**config.mk**
```make
export PLATFORM = sky130hd
export DESIGN_NAME = measurement_trigger_control
export DESIGN_NICKNAME = d
export VERILOG_FILES = /design/src/shared/meas_trig_pkg.sv /design/src/verilog/measurement_trigger_control.sv
export SDC_FILE = /design/constraint.sdc
export NUM_CORES = 1
export LEC_CHECK = 0
export ABC_AREA = 1
export BUFFER_PORTS_ARGS = -buffer_cell sky130_fd_sc_hd__buf_2
export CAP_MARGIN = 30
export CORE_ASPECT_RATIO = 0.5
export CORE_MARGIN = 3
export CORE_UTILIZATION = 55
export CTS_CLUSTER_SIZE = 10
export DETAILED_ROUTE_END_ITERATION = 16
export PLACE_DENSITY = 0.86
export SYNTH_ARGS = -nofsm -noshare
export SYNTH_HDL_FRONTEND = slang
export SYNTH_SLANG_ARGS = --single-unit
```
**constraint.sdc**
```tcl
create_clock -name mclk -period 4.5 [get_ports mclk]
set_clock_uncertainty 0.15 [all_clocks]
set_input_delay 1.125 -clock mclk [delete_from_list [all_inputs] [get_ports mclk]]
set_output_delay 1.125 -clock mclk [all_outputs]
set_load 0.005 [all_outputs]
```
**src/shared/meas_trig_pkg.sv**
```systemverilog
// Shared constants and types for the measurement trigger control block
package meas_trig_pkg;

    // ************************************************************
    // Host command opcodes
    // ************************************************************
    localparam logic [4:0] OP_SET_STOP = 5'h00;
    localparam logic [4:0] OP_GET_STOP = 5'h01;
    localparam logic [4:0] OP_SET_START = 5'h02;
    localparam logic [4:0] OP_GET_START = 5'h03;
    localparam logic [4:0] OP_SET_STATE = 5'h04;
    localparam logic [4:0] OP_GET_STATE = 5'h05;
    localparam logic [4:0] OP_SET_LEVEL = 5'h06;
    localparam logic [4:0] OP_GET_LEVEL = 5'h07;
    localparam logic [4:0] OP_SET_TIME = 5'h08;
    localparam logic [4:0] OP_GET_TIME = 5'h09;
    localparam logic [4:0] OP_SET_EDGE = 5'h0a;
    localparam logic [4:0] OP_GET_EDGE = 5'h0b;
    localparam logic [4:0] OP_SET_UNITS = 5'h0c;
    localparam logic [4:0] OP_GET_UNITS = 5'h0d;
    localparam logic [4:0] OP_ZERO_STORE = 5'h0e;
    localparam logic [4:0] OP_SET_ZEROVAL = 5'h0f;
    localparam logic [4:0] OP_GET_ZEROVAL = 5'h10;
    localparam logic [4:0] OP_SET_ZERO_EN = 5'h11;
    localparam logic [4:0] OP_GET_ZERO_EN = 5'h12;

    // ************************************************************
    // Selector codes and limits
    // ************************************************************
    localparam logic [2:0] STOP_NEVER = 3'h0;
    localparam logic [2:0] STOP_EXT = 3'h1;
    localparam logic [2:0] STOP_KEY = 3'h2;
    localparam logic [2:0] STOP_HOST = 3'h3;
    localparam logic [2:0] STOP_LEVEL = 3'h4;
    localparam logic [2:0] STOP_TIME = 3'h5;
    localparam logic [2:0] STOP_MAX = 3'h6;
    localparam logic [1:0] START_CONT = 2'h0;
    localparam logic [1:0] START_EXT = 2'h1;
    localparam logic [1:0] START_KEY = 2'h2;
    localparam logic [1:0] START_HOST = 2'h3;
    localparam logic [3:0] UNITS_MAX = 4'hb;

    // ************************************************************
    // Reset values
    // ************************************************************
    localparam logic [2:0] STOP_RESET = 3'h0;
    localparam logic [1:0] START_RESET = 2'h0;
    localparam logic [3:0] UNITS_RESET = 4'h2;
    localparam logic EDGE_RESET = 1'b1;

    // ************************************************************
    // Timing
    // ************************************************************
    localparam int CLK_PERIOD_NS = 10;
    localparam int MS_NS = 1000000;
    localparam int CYCLES_PER_MS = MS_NS / CLK_PERIOD_NS;

    typedef enum logic [1:0] {ST_ARMED, ST_ACQUIRE, ST_HALTED} acq_state_t;

endpackage

```
**src/verilog/measurement_trigger_control.sv**
```systemverilog
// Acquisition start/stop control, zero offset and settings for a meter
`timescale 1ns/1ps

// Summary of operation
// - Stop selector accepts codes 0 to 6; higher codes are ignored.
// - Stop code 0: acquisition never ends by a stop condition.
// - Stop code 1: halt on an active external trigger edge.
// - Stop code 2: halt when the soft key press is reported.
// - Stop code 3: halt when the host writes arm state zero.
// - Stop code 4: halt once a measurement exceeds the level threshold.
// - Stop code 5: halt once the duration since start has elapsed.
// - Arm state 0 means armed, waiting for the start event.
// - Arm state 1 means triggered with at least one measurement done.
// - Level stop: no measurement follows one above the threshold.
// - Time stop: no measurement once elapsed milliseconds exceed duration.
// - Units selector codes 0 to 11, 7 to 10 reserved.
// - Units query returns the selected units code.
// - Zero store copies the present reading into the zero value.
// - With zeroing on, the zero value is subtracted from each reading.
// - Zero value query returns the stored zero value.
// - Stop query returns the stop selector code.
// - Arm state query returns armed or triggered value.
// - Start query returns the start selector code.
// - Start codes: 0 continuous, 1 trigger, 2 soft key, 3 host state 1.
// - Edge select 0 makes falling edges active, 1 rising edges.
module measurement_trigger_control #(
    parameter int DATA_W = 32,
    parameter int MS_CYCLES = meas_trig_pkg::CYCLES_PER_MS
) (
    input wire logic mclk, // 100 MHz clock
    input wire logic rst_n, // Synchronous reset, active low
    input wire logic cmdValid, // Host command strobe
    input wire logic [4:0] cmdOp, // Command opcode
    input wire logic [DATA_W-1:0] cmdArg, // Command argument
    input wire logic extTrigger, // External trigger input level
    input wire logic softKey, // Soft key press pulse
    input wire logic sampleValid, // Raw reading strobe
    input wire logic [DATA_W-1:0] sampleData, // Raw reading, signed
    output logic measValid, // Accepted measurement strobe
    output logic [DATA_W-1:0] measData, // Zero-corrected measurement
    output logic acquiring, // Acquisition running
    output logic armState, // 0 armed, 1 triggered
    output logic queryValid, // Query answer strobe
    output logic [DATA_W-1:0] queryData, // Query answer
    output logic cmdRefused // Out-of-range argument pulse
);

    // ************************************************************
    // Settings and state
    // ************************************************************
    logic [2:0] stopSel_reg;
    logic [1:0] startSel_reg;
    logic [3:0] unitsSel_reg;
    logic edgeSel_reg;
    logic zeroEn_reg;
    logic [DATA_W-1:0] level_reg;
    logic [DATA_W-1:0] duration_reg;
    logic [DATA_W-1:0] zeroVal_reg;
    logic [DATA_W-1:0] lastRaw_reg;
    logic extPrev_reg;
    logic [31:0] tick_reg;
    logic [DATA_W-1:0] elapsed_reg;
    meas_trig_pkg::acq_state_t state_reg;
    meas_trig_pkg::acq_state_t state_next;

    function automatic logic isOp(input logic [4:0] op);
        isOp = cmdValid && (cmdOp == op);
    endfunction

    // ************************************************************
    // Command and event decode
    // ************************************************************
    // One-hot opcode hit; a plain net so decode follows every command
    wire [18:0] opHit = 19'(cmdValid) << cmdOp;
    wire setStop = opHit[meas_trig_pkg::OP_SET_STOP];
    wire setStart = opHit[meas_trig_pkg::OP_SET_START];
    wire setState = opHit[meas_trig_pkg::OP_SET_STATE];
    wire setUnits = opHit[meas_trig_pkg::OP_SET_UNITS];
    wire stopOk = cmdArg <= DATA_W'(meas_trig_pkg::STOP_MAX);
    wire startOk = cmdArg <= DATA_W'(meas_trig_pkg::START_HOST);
    wire unitsOk = cmdArg <= DATA_W'(meas_trig_pkg::UNITS_MAX);
    wire stateOk = cmdArg <= DATA_W'(1);
    wire hostArm0 = setState && cmdArg == '0;
    wire hostArm1 = setState && cmdArg == DATA_W'(1);
    // Active edge follows the polarity select
    wire extEdge = edgeSel_reg ? (extTrigger && !extPrev_reg)
                               : (!extTrigger && extPrev_reg);
    // Correction ahead of the level compare and measData; the zero store takes the raw reading
    wire [DATA_W-1:0] corrected = zeroEn_reg ?
        sampleData - zeroVal_reg : sampleData;
    wire overLevel = $signed(corrected) > $signed(level_reg);
    wire timeUp = elapsed_reg > duration_reg;
    wire takeMeas = (state_reg == meas_trig_pkg::ST_ACQUIRE) && sampleValid;

    // Start event selection
    wire startHit =
        (startSel_reg == meas_trig_pkg::START_CONT) ||
        (startSel_reg == meas_trig_pkg::START_EXT && extEdge) ||
        (startSel_reg == meas_trig_pkg::START_KEY && softKey) ||
        (startSel_reg == meas_trig_pkg::START_HOST && hostArm1);

    // Stop event selection; code 0 and 6 never stop
    wire stopHit =
        (stopSel_reg == meas_trig_pkg::STOP_EXT && extEdge) ||
        (stopSel_reg == meas_trig_pkg::STOP_KEY && softKey) ||
        (stopSel_reg == meas_trig_pkg::STOP_HOST && hostArm0) ||
        (stopSel_reg == meas_trig_pkg::STOP_LEVEL && takeMeas
            && overLevel) ||
        (stopSel_reg == meas_trig_pkg::STOP_TIME && timeUp);

    // Time measurement may not be taken once the interval has run out
    wire measBlocked = stopSel_reg == meas_trig_pkg::STOP_TIME && timeUp;
    wire msTick = tick_reg == 32'(MS_CYCLES - 1);

    // ************************************************************
    // Acquisition state machine
    // ************************************************************
    always_comb begin
        state_next = state_reg;
        case (state_reg)
            meas_trig_pkg::ST_ARMED: begin
                if (startHit) begin
                    state_next = meas_trig_pkg::ST_ACQUIRE;
                end
            end
            meas_trig_pkg::ST_ACQUIRE: begin
                if (stopHit) begin
                    state_next = meas_trig_pkg::ST_HALTED;
                end else if (hostArm0) begin
                    state_next = meas_trig_pkg::ST_ARMED;
                end
            end
            meas_trig_pkg::ST_HALTED: begin
                if (hostArm0) begin
                    state_next = meas_trig_pkg::ST_ARMED;
                end
            end
            default: begin
                state_next = meas_trig_pkg::ST_ARMED;
            end
        endcase
    end

    // State, edge history and arm flag
    always_ff @(posedge mclk) begin
        if (!rst_n) begin
            state_reg <= meas_trig_pkg::ST_ARMED;
            extPrev_reg <= extTrigger; // Tracks pin: no false edge
            armState <= 1'b0;
            acquiring <= 1'b0;
        end else begin
            state_reg <= state_next;
            extPrev_reg <= extTrigger;
            acquiring <= state_next == meas_trig_pkg::ST_ACQUIRE;
            if (takeMeas && !measBlocked) begin
                armState <= 1'b1;
            end else if (state_next == meas_trig_pkg::ST_ARMED) begin
                armState <= 1'b0;
            end
        end
    end

    // Millisecond timer runs only during acquisition, from the start
    always_ff @(posedge mclk) begin
        if (!rst_n || state_reg != meas_trig_pkg::ST_ACQUIRE) begin
            tick_reg <= '0;
            elapsed_reg <= '0;
        end else if (msTick) begin
            tick_reg <= '0;
            if (!timeUp) begin
                elapsed_reg <= elapsed_reg + DATA_W'(1);
            end
        end else begin
            tick_reg <= tick_reg + 32'h1;
        end
    end

    // ************************************************************
    // Measurement path
    // ************************************************************
    always_ff @(posedge mclk) begin
        if (!rst_n) begin
            measValid <= 1'b0;
            measData <= '0;
            lastRaw_reg <= '0;
        end else begin
            measValid <= takeMeas && !measBlocked;
            if (sampleValid) begin
                lastRaw_reg <= sampleData;
                measData <= corrected;
            end
        end
    end

    // ************************************************************
    // Settings written by the host
    // ************************************************************
    always_ff @(posedge mclk) begin
        if (!rst_n) begin
            stopSel_reg <= meas_trig_pkg::STOP_RESET;
            startSel_reg <= meas_trig_pkg::START_RESET;
            unitsSel_reg <= meas_trig_pkg::UNITS_RESET;
            edgeSel_reg <= meas_trig_pkg::EDGE_RESET;
            zeroEn_reg <= 1'b0;
            level_reg <= '0;
            duration_reg <= '0;
            zeroVal_reg <= '0;
        end else begin
            if (setStop && stopOk) begin
                stopSel_reg <= cmdArg[2:0];
            end
            if (setStart && startOk) begin
                startSel_reg <= cmdArg[1:0];
            end
            if (setUnits && unitsOk) begin
                unitsSel_reg <= cmdArg[3:0];
            end
            if (isOp(meas_trig_pkg::OP_SET_EDGE)) begin
                edgeSel_reg <= cmdArg[0];
            end
            if (isOp(meas_trig_pkg::OP_SET_ZERO_EN)) begin
                zeroEn_reg <= cmdArg[0];
            end
            if (isOp(meas_trig_pkg::OP_SET_LEVEL)) begin
                level_reg <= cmdArg;
            end
            if (isOp(meas_trig_pkg::OP_SET_TIME)) begin
                duration_reg <= cmdArg;
            end
            // A store from the reading wins over a value in the same cycle
            if (isOp(meas_trig_pkg::OP_ZERO_STORE)) begin
                zeroVal_reg <= lastRaw_reg;
            end else if (isOp(meas_trig_pkg::OP_SET_ZEROVAL)) begin
                zeroVal_reg <= cmdArg;
            end
        end
    end

    // ************************************************************
    // Query answers
    // ************************************************************
    wire isQuery = opHit[meas_trig_pkg::OP_GET_STOP] ||
        opHit[meas_trig_pkg::OP_GET_START] ||
        opHit[meas_trig_pkg::OP_GET_STATE] ||
        opHit[meas_trig_pkg::OP_GET_LEVEL] ||
        opHit[meas_trig_pkg::OP_GET_TIME] ||
        opHit[meas_trig_pkg::OP_GET_EDGE] ||
        opHit[meas_trig_pkg::OP_GET_UNITS] ||
        opHit[meas_trig_pkg::OP_GET_ZEROVAL] ||
        opHit[meas_trig_pkg::OP_GET_ZERO_EN];
    wire [DATA_W-1:0] answer =
        opHit[meas_trig_pkg::OP_GET_STOP] ? DATA_W'(stopSel_reg) :
        opHit[meas_trig_pkg::OP_GET_START] ? DATA_W'(startSel_reg) :
        opHit[meas_trig_pkg::OP_GET_STATE] ? DATA_W'(armState) :
        opHit[meas_trig_pkg::OP_GET_LEVEL] ? level_reg :
        opHit[meas_trig_pkg::OP_GET_TIME] ? duration_reg :
        opHit[meas_trig_pkg::OP_GET_EDGE] ? DATA_W'(edgeSel_reg) :
        opHit[meas_trig_pkg::OP_GET_UNITS] ? DATA_W'(unitsSel_reg) :
        opHit[meas_trig_pkg::OP_GET_ZEROVAL] ? zeroVal_reg :
        DATA_W'(zeroEn_reg);
    // Out-of-range selector arguments leave the setting untouched
    wire badArg = (setStop && !stopOk) || (setStart && !startOk) ||
        (setUnits && !unitsOk) || (setState && !stateOk);

    always_ff @(posedge mclk) begin
        if (!rst_n) begin
            queryValid <= 1'b0;
            queryData <= '0;
            cmdRefused <= 1'b0;
        end else begin
            queryValid <= isQuery;
            cmdRefused <= badArg;
            if (isQuery) begin
                queryData <= answer;
            end
        end
    end

    // ************************************************************
    // Assertions
    // ************************************************************
    a_stop_range: assert property (
        @(posedge mclk) disable iff (!rst_n)
        stopSel_reg <= meas_trig_pkg::STOP_MAX)
        else $error("stop selector out of range");

    a_never_stops: assert property (
        @(posedge mclk) disable iff (!rst_n)
        (state_reg == meas_trig_pkg::ST_ACQUIRE && stopSel_reg ==
        meas_trig_pkg::STOP_NEVER && !hostArm0) |=> acquiring)
        else $error("acquisition ended with no stop selected");

    a_ext_stop: assert property (
        @(posedge mclk) disable iff (!rst_n)
        (state_reg == meas_trig_pkg::ST_ACQUIRE && extEdge && stopSel_reg
        == meas_trig_pkg::STOP_EXT) |=> state_reg ==
        meas_trig_pkg::ST_HALTED)
        else $error("external trigger did not halt");

    a_key_stop: assert property (
        @(posedge mclk) disable iff (!rst_n)
        (state_reg == meas_trig_pkg::ST_ACQUIRE && softKey && stopSel_reg
        == meas_trig_pkg::STOP_KEY) |=> !acquiring)
        else $error("soft key did not halt");

    a_host_stop: assert property (
        @(posedge mclk) disable iff (!rst_n)
        (state_reg == meas_trig_pkg::ST_ACQUIRE && hostArm0 && stopSel_reg
        == meas_trig_pkg::STOP_HOST) |=> state_reg ==
        meas_trig_pkg::ST_HALTED)
        else $error("host state zero did not halt");

    a_level_stop: assert property (
        @(posedge mclk) disable iff (!rst_n)
        (takeMeas && overLevel && stopSel_reg == meas_trig_pkg::STOP_LEVEL)
        |=> measValid ##1 (!measValid && !acquiring))
        else $error("measurement taken after level reached");

    a_time_stop: assert property (
        @(posedge mclk) disable iff (!rst_n)
        (stopSel_reg == meas_trig_pkg::STOP_TIME && timeUp) |=>
        !measValid)
        else $error("measurement after duration elapsed");

    a_hold_halt: assert property (
        @(posedge mclk) disable iff (!rst_n)
        (state_reg == meas_trig_pkg::ST_HALTED && !hostArm0) |=>
        $stable(state_reg) && !acquiring)
        else $error("halt left without re-arm");

    a_armed_idle: assert property (
        @(posedge mclk) disable iff (!rst_n)
        state_reg == meas_trig_pkg::ST_ARMED |=> !measValid)
        else $error("measurement while armed");

    a_zero_store: assert property (
        @(posedge mclk) disable iff (!rst_n)
        isOp(meas_trig_pkg::OP_ZERO_STORE) |=>
        zeroVal_reg == $past(lastRaw_reg))
        else $error("zero store did not capture reading");

    a_units_query: assert property (
        @(posedge mclk) disable iff (!rst_n)
        isOp(meas_trig_pkg::OP_GET_UNITS) |=> queryValid &&
        queryData == DATA_W'(unitsSel_reg))
        else $error("units query answer wrong");

    a_stop_query: assert property (
        @(posedge mclk) disable iff (!rst_n)
        isOp(meas_trig_pkg::OP_GET_STOP) |=> queryValid &&
        queryData == DATA_W'(stopSel_reg))
        else $error("stop query answer wrong");

endmodule

```
Yosys cells after proc, flatten, opt, wreduce, memory -nomap -nowiden. Cells that the tools add are included.

Register bits: 275. Input port bits: 75. Output and inout port bits: 69. Logic and storage cells: 132.

Add/sub/neg operators: 3. Magnitude comparators: 6. Equality and inequality tests: 20. Shift-type cells: 1. Muxes and demuxes: 18. Bitwise gates (word level): 1. Reductions and logical operators: 63.

Operators with widths (number): two-way mux 32 bit (11); adder 32 x 1 -> 32 bit, second input constant (2); greater-than comparator 32 bit (2); equality test 32 x 1 -> 1 bit, second input constant (1); equality test 32 x 17 -> 1 bit, second input constant (1); <= comparator 32 x 1 -> 1 bit, second input constant (1); <= comparator 32 x 2 -> 1 bit, second input constant (1); <= comparator 32 x 3 -> 1 bit, second input constant (1); <= comparator 32 x 4 -> 1 bit, second input constant (1); logical NOT 32 bit (1); subtractor 32 bit (1); logical AND 1 bit (28); equality test 5 x 4 -> 1 bit, second input constant (4); logical OR 1 bit (19); left shift 1 x 5 -> 19 bit (1); logical NOT 1 bit (8); equality test 2 x 1 -> 1 bit, second input constant (3); equality test 2 bit, second input constant (3); equality test 3 x 2 -> 1 bit, second input constant (2); equality test 3 bit, second input constant (2); logical NOT 2 bit (3); two-way mux 2 bit (3); one-hot mux 2 bit (3 select lines) (1); equality test 5 x 3 -> 1 bit, second input constant (1); 8 further kinds (11).

Logic depth before layout (Yosys ltp). Gate-level depths: netlist of run 1.

Depth after elaboration: 13. Gate-level depth with buffers: 31. Mapped depth without buffers: 31.

Least setup slack after synthesis of run 1. Ideal clock, no wire load.

Path kind: input to register. Start: input port sampleData[0]. End: register armState. Setup time: 0.117 ns. Arrival: 4.146 ns. Required time: 4.233 ns. Path slack: 0.087 ns. Stages on the path: 27. Path buffers: 0. Cell sequence: inv_1 > ha_1 > fa_1 > nor2_1 > nand2_1 > nand2_1 > a21oi_1 > o21ai_1 > nand3_1 > nand2_1 > xor2_1 > nand2_1 > o21ai_0 > inv_1 > ha_1 > nand2_1 > nor2_1 > nand2_1 > nor2_1 > nand4_1 > and2_1 > nand3_1 > nand2_1 > nand2_1 > nand2_1 > o21bai_1 > nand2_1.

Longest elaborated chain between the ends: 10.

Ends and longest elaborated chain: from (decl) (RTL line measurement_trigger_control.sv:38) `input wire logic [DATA_W-1:0] sampleData,`; subtractor 32 bit (RTL line measurement_trigger_control.sv:90) `sampleData - zeroVal_reg : sampleData;`; two-way mux 32 bit (RTL line measurement_trigger_control.sv:89) `wire [DATA_W-1:0] corrected = zeroEn_reg ?`; net corrected[30] (RTL line measurement_trigger_control.sv:89); greater-than comparator 32 bit (RTL line measurement_trigger_control.sv:91) `wire overLevel = $signed(corrected) > $signed(level_reg);`; logical AND 1 bit (RTL line measurement_trigger_control.sv:108) `&& overLevel) ||`; logical OR 1 bit (RTL line measurement_trigger_control.sv:106) `(stopSel_reg == meas_trig_pkg::STOP_HOST && hostArm0) ||`; logical OR 1 bit (RTL line measurement_trigger_control.sv:108); two-way mux 2 bit (RTL line measurement_trigger_control.sv:127) `if (stopHit) begin`; one-hot mux 2 bit (3 select lines) (RTL line measurement_trigger_control.sv:120) `case (state_reg)`; logical NOT 2 bit (RTL line measurement_trigger_control.sv:157) `end else if (state_next == meas_trig_pkg::ST_ARMED) begin`; nonzero test 2 bit (no line); to (signal assigned) (RTL line measurement_trigger_control.sv:149) `armState <= 1'b0;`; to (signal assigned) (RTL line measurement_trigger_control.sv:156) `armState <= 1'b1;`; to (signal assigned) (RTL line measurement_trigger_control.sv:158) `armState <= 1'b0;`; to (decl) (RTL line measurement_trigger_control.sv:42) `output logic armState,`.

The timed path passes the listed nets, and every way through them passes these cells. A chain may end at the register's enable or synchronous reset.

Worst setup path after layout of run 1. Ends and elaborated chain as after synthesis.

==> results of run 1 <==
## layer usage
layer  global-route usage  vias up
met5                    0        -
met4                0.105        0
met3               0.0990      153
met2                0.492      938
met1                0.447     7916
li1                     -     8174
## cell usage in the layout, fill, tap and decap left out, types with 35 or more instances in the layout
cell      synthesis  final
nand3_1          55     51
o21ai_0         182    181
inv_1           284    284
nand2_1         417    417
buf_2             8    143
dfxtp_1         275    275
a221oi_1         35     35
ha_1             97     96
nor2_1          288    282
nor3_1           38     37
buf_4             0    179
a21oi_1         249    247
xor2_1           35     35
## stage by stage
| step | setup slack [ns] | instances |
|---|---|---|
| after floorplan | 0.0868 | 2288 |
| after global placement | -0.249 | 2901 |
| after detailed placement | -0.387 | 2901 |
| after CTS | 0.190 | 2934 |
| after global routing | -0.0520 | 2939 |
| final | 0.252 | 2940 |
## cell type report
| cell class | count | area, sq um | area share |
|---|---|---|---|
| clock inverters | 1 | 5.00 | 0.000266 |
| well taps | 382 | 478 | 0.0254 |
| diodes | 5 | 12.5 | 0.000665 |
| inverters | 295 | 1110 | 0.0589 |
| flip-flops and latches | 275 | 5510 | 0.293 |
| multi-input cells | 1627 | 8840 | 0.470 |
| repair buffers | 323 | 2080 | 0.111 |
| clock buffers | 32 | 790 | 0.0420 |
## kinds of logic after synthesis
logic type      count (synthesis)  share of synthesized area
compound gates                585                      0.209
xor+xnor                       48                     0.0267
buf+inv                       386                     0.0928
simple gates                  896                      0.243
flops                         275                      0.350
fa+ha+maj                      98                     0.0784
## what timing repair did
action	in CTS	in global routing
resized for setup	0	15
setup buffers	0	1
hold buffers	0	0
setup endpoints to repair	0	4
## path summary, 6_finish.rpt
check	from	end
hold / removal	tick_reg[0]	tick_reg[0]
setup reg to reg	zeroVal_reg[2]	armState
setup / recovery	sampleData[0]	armState
hold reg to reg	tick_reg[0]	tick_reg[0]
## power groups by stage
stage | clock network (uW) | registers, uW | logic [uW]
6_report | 2200 | 2530 | 816
5_1_grt | 2310 | 2530 | 895
4_1_cts | 2210 | 2530 | 786
3_5_place_dp | 0 | 2580 | 778
3_3_place_gp | 0 | 2580 | 765
2_1_floorplan | 0 | 2570 | 409
==> metrics.md, run 1 <==
| Metric | Value |
|---|---|
| Peak supply drop | `0.281 mV` |
| Area leader, netlist | `dfxtp_1` |
| Delay-heaviest family, CP | `simple AND/OR/NAND/NOR gates` |
| Num rows | `43` |
| Slowest cell delay on critical path | `between 0.4 and 0.5 ns` |
| Residual DRC count | `0` |
| Mapped Cells | `2288` |
| Crit end category | `flip-flop` |
| CORE AREA | `27900 sq um` |
| CTS Sinks | `~280` |
| Net Sw Frac | `0.271` |
| CP required | `approximately 4.8 ns` |
| Leakage power | `slightly above 0.008 uW` |
| Die ar. | `between 30000 and 40000 sq um` |
| Reg power frac | `0.456` |
| Final setup vio count | `0` |
| WP depth | `28` |
| Vias | `~17000` |
| Initial antenna violation count | `4` |
| Worst min path class | `flip-flop to flip-flop` |
| Slew HR | `0.321` |
| Flop-to-flop setup slack | `approximately 0.46 ns` |
| Largest net degree at the start of global routing | `approximately 120` |
| All-layer global routing usage | `0.326` |
| Count of input and output buffers | `between 100 and 150` |
| Synthesized area | `approximately 16000 sq um` |
| Sw power | `1500 uW` |
| Vias in the first global route | `between 15000 and 20000` |
| Filler instances | `2335` |
| Root Driver | `clkbuf_16` |
| DR pass1 iterations | `6` |
| Crit-path max FO | `2` |
| Syn_nets | `~2500` |
| Period utilization | `0.944` |
| Power Dens Cells | `around 300 nW/um^2` |
| Horiz. Die Dim | `245 microns` |
| Tot Pwr | `around 5500 uW` |
| FF+latch count, synth | `275` |
| Cell Int Power | `roughly 4000 uW` |
| Post-synth top area share | `0.350` |
| Crit path launch type | `primary input` |
| Io pins | `between 100 and 150` |
| Drt total wl | `52100 microns` |
| Worst slew pin tran | `1.02 ns` |
| Remaining antenna violation count | `0` |
| Setup TNS | `0 ns` |
| Vias/cell | `slightly below 6` |
| Post-synth top cells | `417 x nand2_1, 288 x nor2_1, 284 x inv_1` |
| Crit Path Category | `primary input to flip-flop` |
| First-pass GRT wire length | `80900 microns` |
| Min Hold Slack | `roughly 0.31 ns` |
| Clock slew at reported path FFs | `0.05 ns` |
| Crit path buf inv count | `3` |
| Die Y-Extent | `roughly 130 microns` |
| Met3 wire length | `between 6000 and 7000 microns` |
| Met2 Wirelength | `approximately 22000 microns` |
| Clock power share | `0.397` |
| Post-synth EDFFs | `0` |
| Cell variety after synth | `53` |
| Area after DPL | `around 18000 sq um` |
| Cell with the most instances after synthesis | `nand2_1` |
| Synthesis Warnings | `0` |
| Util after Layout | `0.674` |
| Comb pwr share | `0.147` |
| Slowest cell on the critical path | `fa_1` |
| DP Wirelength | `about 39000 microns` |
| Layout cell share with drive strength beyond 1 | `0.159` |
| Minimum clock period | `~4.2 ns` |
| Final Cell Area | `about 19000 sq um` |
| Async SR Flop Fraction | `0` |
| Status | `complete, no violations` |
| Fmax | `~0.24 GHz` |
| Area Overhead vs Synth | `19.6%` |
| Hold path cells | `1` |
| Area contributors post-synth | `dfxtp_1 35%, nand2_1 10%, a21oi_1 7.9%, ha_1 7.7%, nor2_1 6.9%` |
| Initial core utilization | `0.563` |
| Final #Nets | `2726` |
| Highest metal used | `met4` |
| Detailed Route Iter0 Violations | `2373` |
| Avg WL per Cell | `17.7 microns` |
| CP arrival | `~4.6 ns` |
| Final Max Slew Viols | `0` |
| Syn avg cell area | `6.87 sq um` |
| Gr ovfl total | `0` |
| CP dominant cell by count | `nand2_1` |
| Sequential area share after synthesis | `0.350` |
| CTS buffer count | `31` |
| Final-report hold violation count | `0` |
| CTS H-Tree Depth | `1` |
| Main synth FF type | `dfxtp_1` |
| Met1 WL | `around 22000 microns` |
| R2R cell count | `25` |
| TritonCTS clock tree | `built` |
| CTS Buffer Depth | `3` |
| Clk Latency, worst-skew pair | `about 0.57 ns` |
| Gp weighted congestion | `about 1.0` |
| Max-cap violations | `0` |
Power figures use the tool's default switching activity.
==> inputs of run 2 (changes only) <==
CORE_UTILIZATION = 50   (was 55)
PLACE_DENSITY = 0.8   (was 0.86)
clock period = 3.9 ns   (was 4.5 ns; I/O delays follow)
==> metrics.md, run 2 (synthesized netlist as in run 1, its figures left out) <==
| Metric | Value |
|---|---|
| Status | `finished, violations left` |
| Failing checks | `negative setup slack` |
| Flop-to-flop setup slack | `roughly 0.06 ns` |
| Fmax | `0.255 GHz` |
| CTS Sinks | `roughly 280` |
| Peak supply drop | `between 0.3 and 0.4 mV` |
| CTS H-Tree Depth | `1` |
| Final setup vio count | `1` |
| Util after Layout | `0.639` |
| Leakage power | `just over 0.008 uW` |
| CP arrival | `between 4 and 5 ns` |
| All-layer global routing usage | `0.297` |
| Slew HR | `0.314` |
| CTS buffer count | `31` |
| Remaining antenna violation count | `0` |
| Crit path launch type | `primary input` |
| Horiz. Die Dim | `between 200 and 300 microns` |
| Initial core utilization | `0.513` |
| Vias | `approximately 17000` |
| Period utilization | `1.01` |
| TritonCTS clock tree | `built` |
| First-pass GRT wire length | `between 80000 and 90000 microns` |
| Clock slew at reported path FFs | `~0.060 ns` |
| DR pass1 iterations | `6` |
| Gp weighted congestion | `roughly 1.0` |
| Unrepaired setup endpoints after global routing | `true` |
| Most frequent cells in the layout | `403 x nand2_1, 280 x inv_1, 275 x nor2_1, 275 x dfxtp_1, 230 x a21oi_1` |
| Fin cells | `roughly 3000` |
| Root Driver | `clkbuf_16` |
| CTS Buffer Depth | `3` |
| Die Y-Extent | `131 microns` |
| Largest net degree at the start of global routing | `roughly 120` |
| DP Wirelength | `39000 microns` |
| Crit-path max FO | `4` |
| Crit Path Category | `primary input to flip-flop` |
| Initial antenna violation count | `3` |
| Setup ws final | `-0.0285 ns` |
| Die ar. | `approximately 34000 sq um` |
| Placed Instances | `2956` |
| Minimum clock period | `about 3.9 ns` |
| Tot Pwr | `about 6500 uW` |
| Layout cell share with drive strength beyond 1 | `0.198` |
| Io pins | `roughly 140` |
| Min Hold Slack | `0.305 ns` |
| Power Dens Cells | `~330 nW/um^2` |
| Most common cell after layout, fill and taps aside | `nand2_1` |
| Detailed Route Iter0 Violations | `roughly 1900` |
| Area Overhead vs Synth | `24.4%` |
| CORE AREA | `between 30000 and 40000 sq um` |
| Worst slew pin tran | `roughly 1.0 ns` |
| Crit end category | `flip-flop` |
| Max-cap violations | `0` |
| Final #Nets | `around 2700` |
| Drt total wl | `between 50000 and 60000 microns` |
| Clk Latency, worst-skew pair | `~0.58 ns` |
| Gr ovfl total | `0` |
| Avg WL per Cell | `17.5 microns` |
| Worst min path class | `flip-flop to flip-flop` |
| Count of input and output buffers | `143` |
| Final-report hold violation count | `0` |
| Vias/cell | `between 5 and 6` |
| Num rows | `45` |
| Residual DRC count | `0` |
| CP required | `4.22 ns` |
| Vias in the first global route | `about 15000` |
| Final Max Slew Viols | `0` |
-- run 2: critical path, cell delays in order --
cell	delay, ns
buf_12	0.09
inv_12	0.03
ha_4	0.16
fa_2	0.41
nor2_4	0.11
nand2_2	0.07
nand2_4	0.09
a21oi_4	0.08
or3b_4	0.39
nand3_2	0.07
nand2_1	0.05
nand3_1	0.06
nand2_1	0.08
ha_1	0.29
nand2_2	0.06
nor2_2	0.14
nand4_1	0.16
nor2_4	0.15
nand4_1	0.12
and2_4	0.17
nand3_4	0.11
nand2_1	0.06
nand2_1	0.07
nand2_1	0.05
o21bai_1	0.13
nand2_1	0.06
-- run 2: power breakdown --
part | switching, uW | internal, uW | total, uW
Combinational | 598 | 429 | 1030
Clock | 1130 | 1420 | 2550
Sequential | 38.6 | 2880 | 2920
-- run 2: per-layer routing --
metal / vias to the layer above / track usage / share of wire
met4: 0 / 0.0880 / 0.033
met2: 861 / 0.430 / 0.41
met5: - / 0 / 0
li1: 8202 / - / -
met3: 124 / 0.0591 / 0.12
met1: 7830 / 0.444 / 0.44
-- run 2: layout make-up --
| type | count | area (sq um) |
|---|---|---|
| multi-input combinational | 1627 | 9330 |
| sequential | 275 | 5510 |
| tap | 423 | 529 |
| antenna | 4 | 10.0 |
| clock buffer | 35 | 801 |
| fill | 2706 | 11100 |
| inverter | 295 | 1120 |
| clock inverter | 1 | 8.76 |
| timing repair buffer | 345 | 2260 |
-- run 2: metrics by stage --
| stage | TNS, ns | setup slack [ns] | area, sq um |
|---|---|---|---|
| finish | -0.0285 | -0.0285 | 19600 |
| global route | -0.360 | -0.177 | 19600 |
| CTS | 0 | 0.00399 | 19100 |
| detailed placement | -3.05 | -0.892 | 18100 |
| global placement | -2.44 | -0.735 | 18100 |
| floorplan | -0.0938 | -0.0938 | 15800 |
-- run 2: final timing paths --
check / from / end / cells after the start
min reg2reg: queryData[8] / queryData[8] / 2
max reg2reg: zeroVal_reg[5] / armState / 27
max: sampleData[0] / armState / 26
min: queryData[8] / queryData[8] / 2
-- run 2: repair_timing --
item,4_1_cts,5_1_grt
setup endpoints to repair,4,4
resized for setup,19,92
pin swaps,20,39
hold buffers,0,0
buffers inserted,3,6
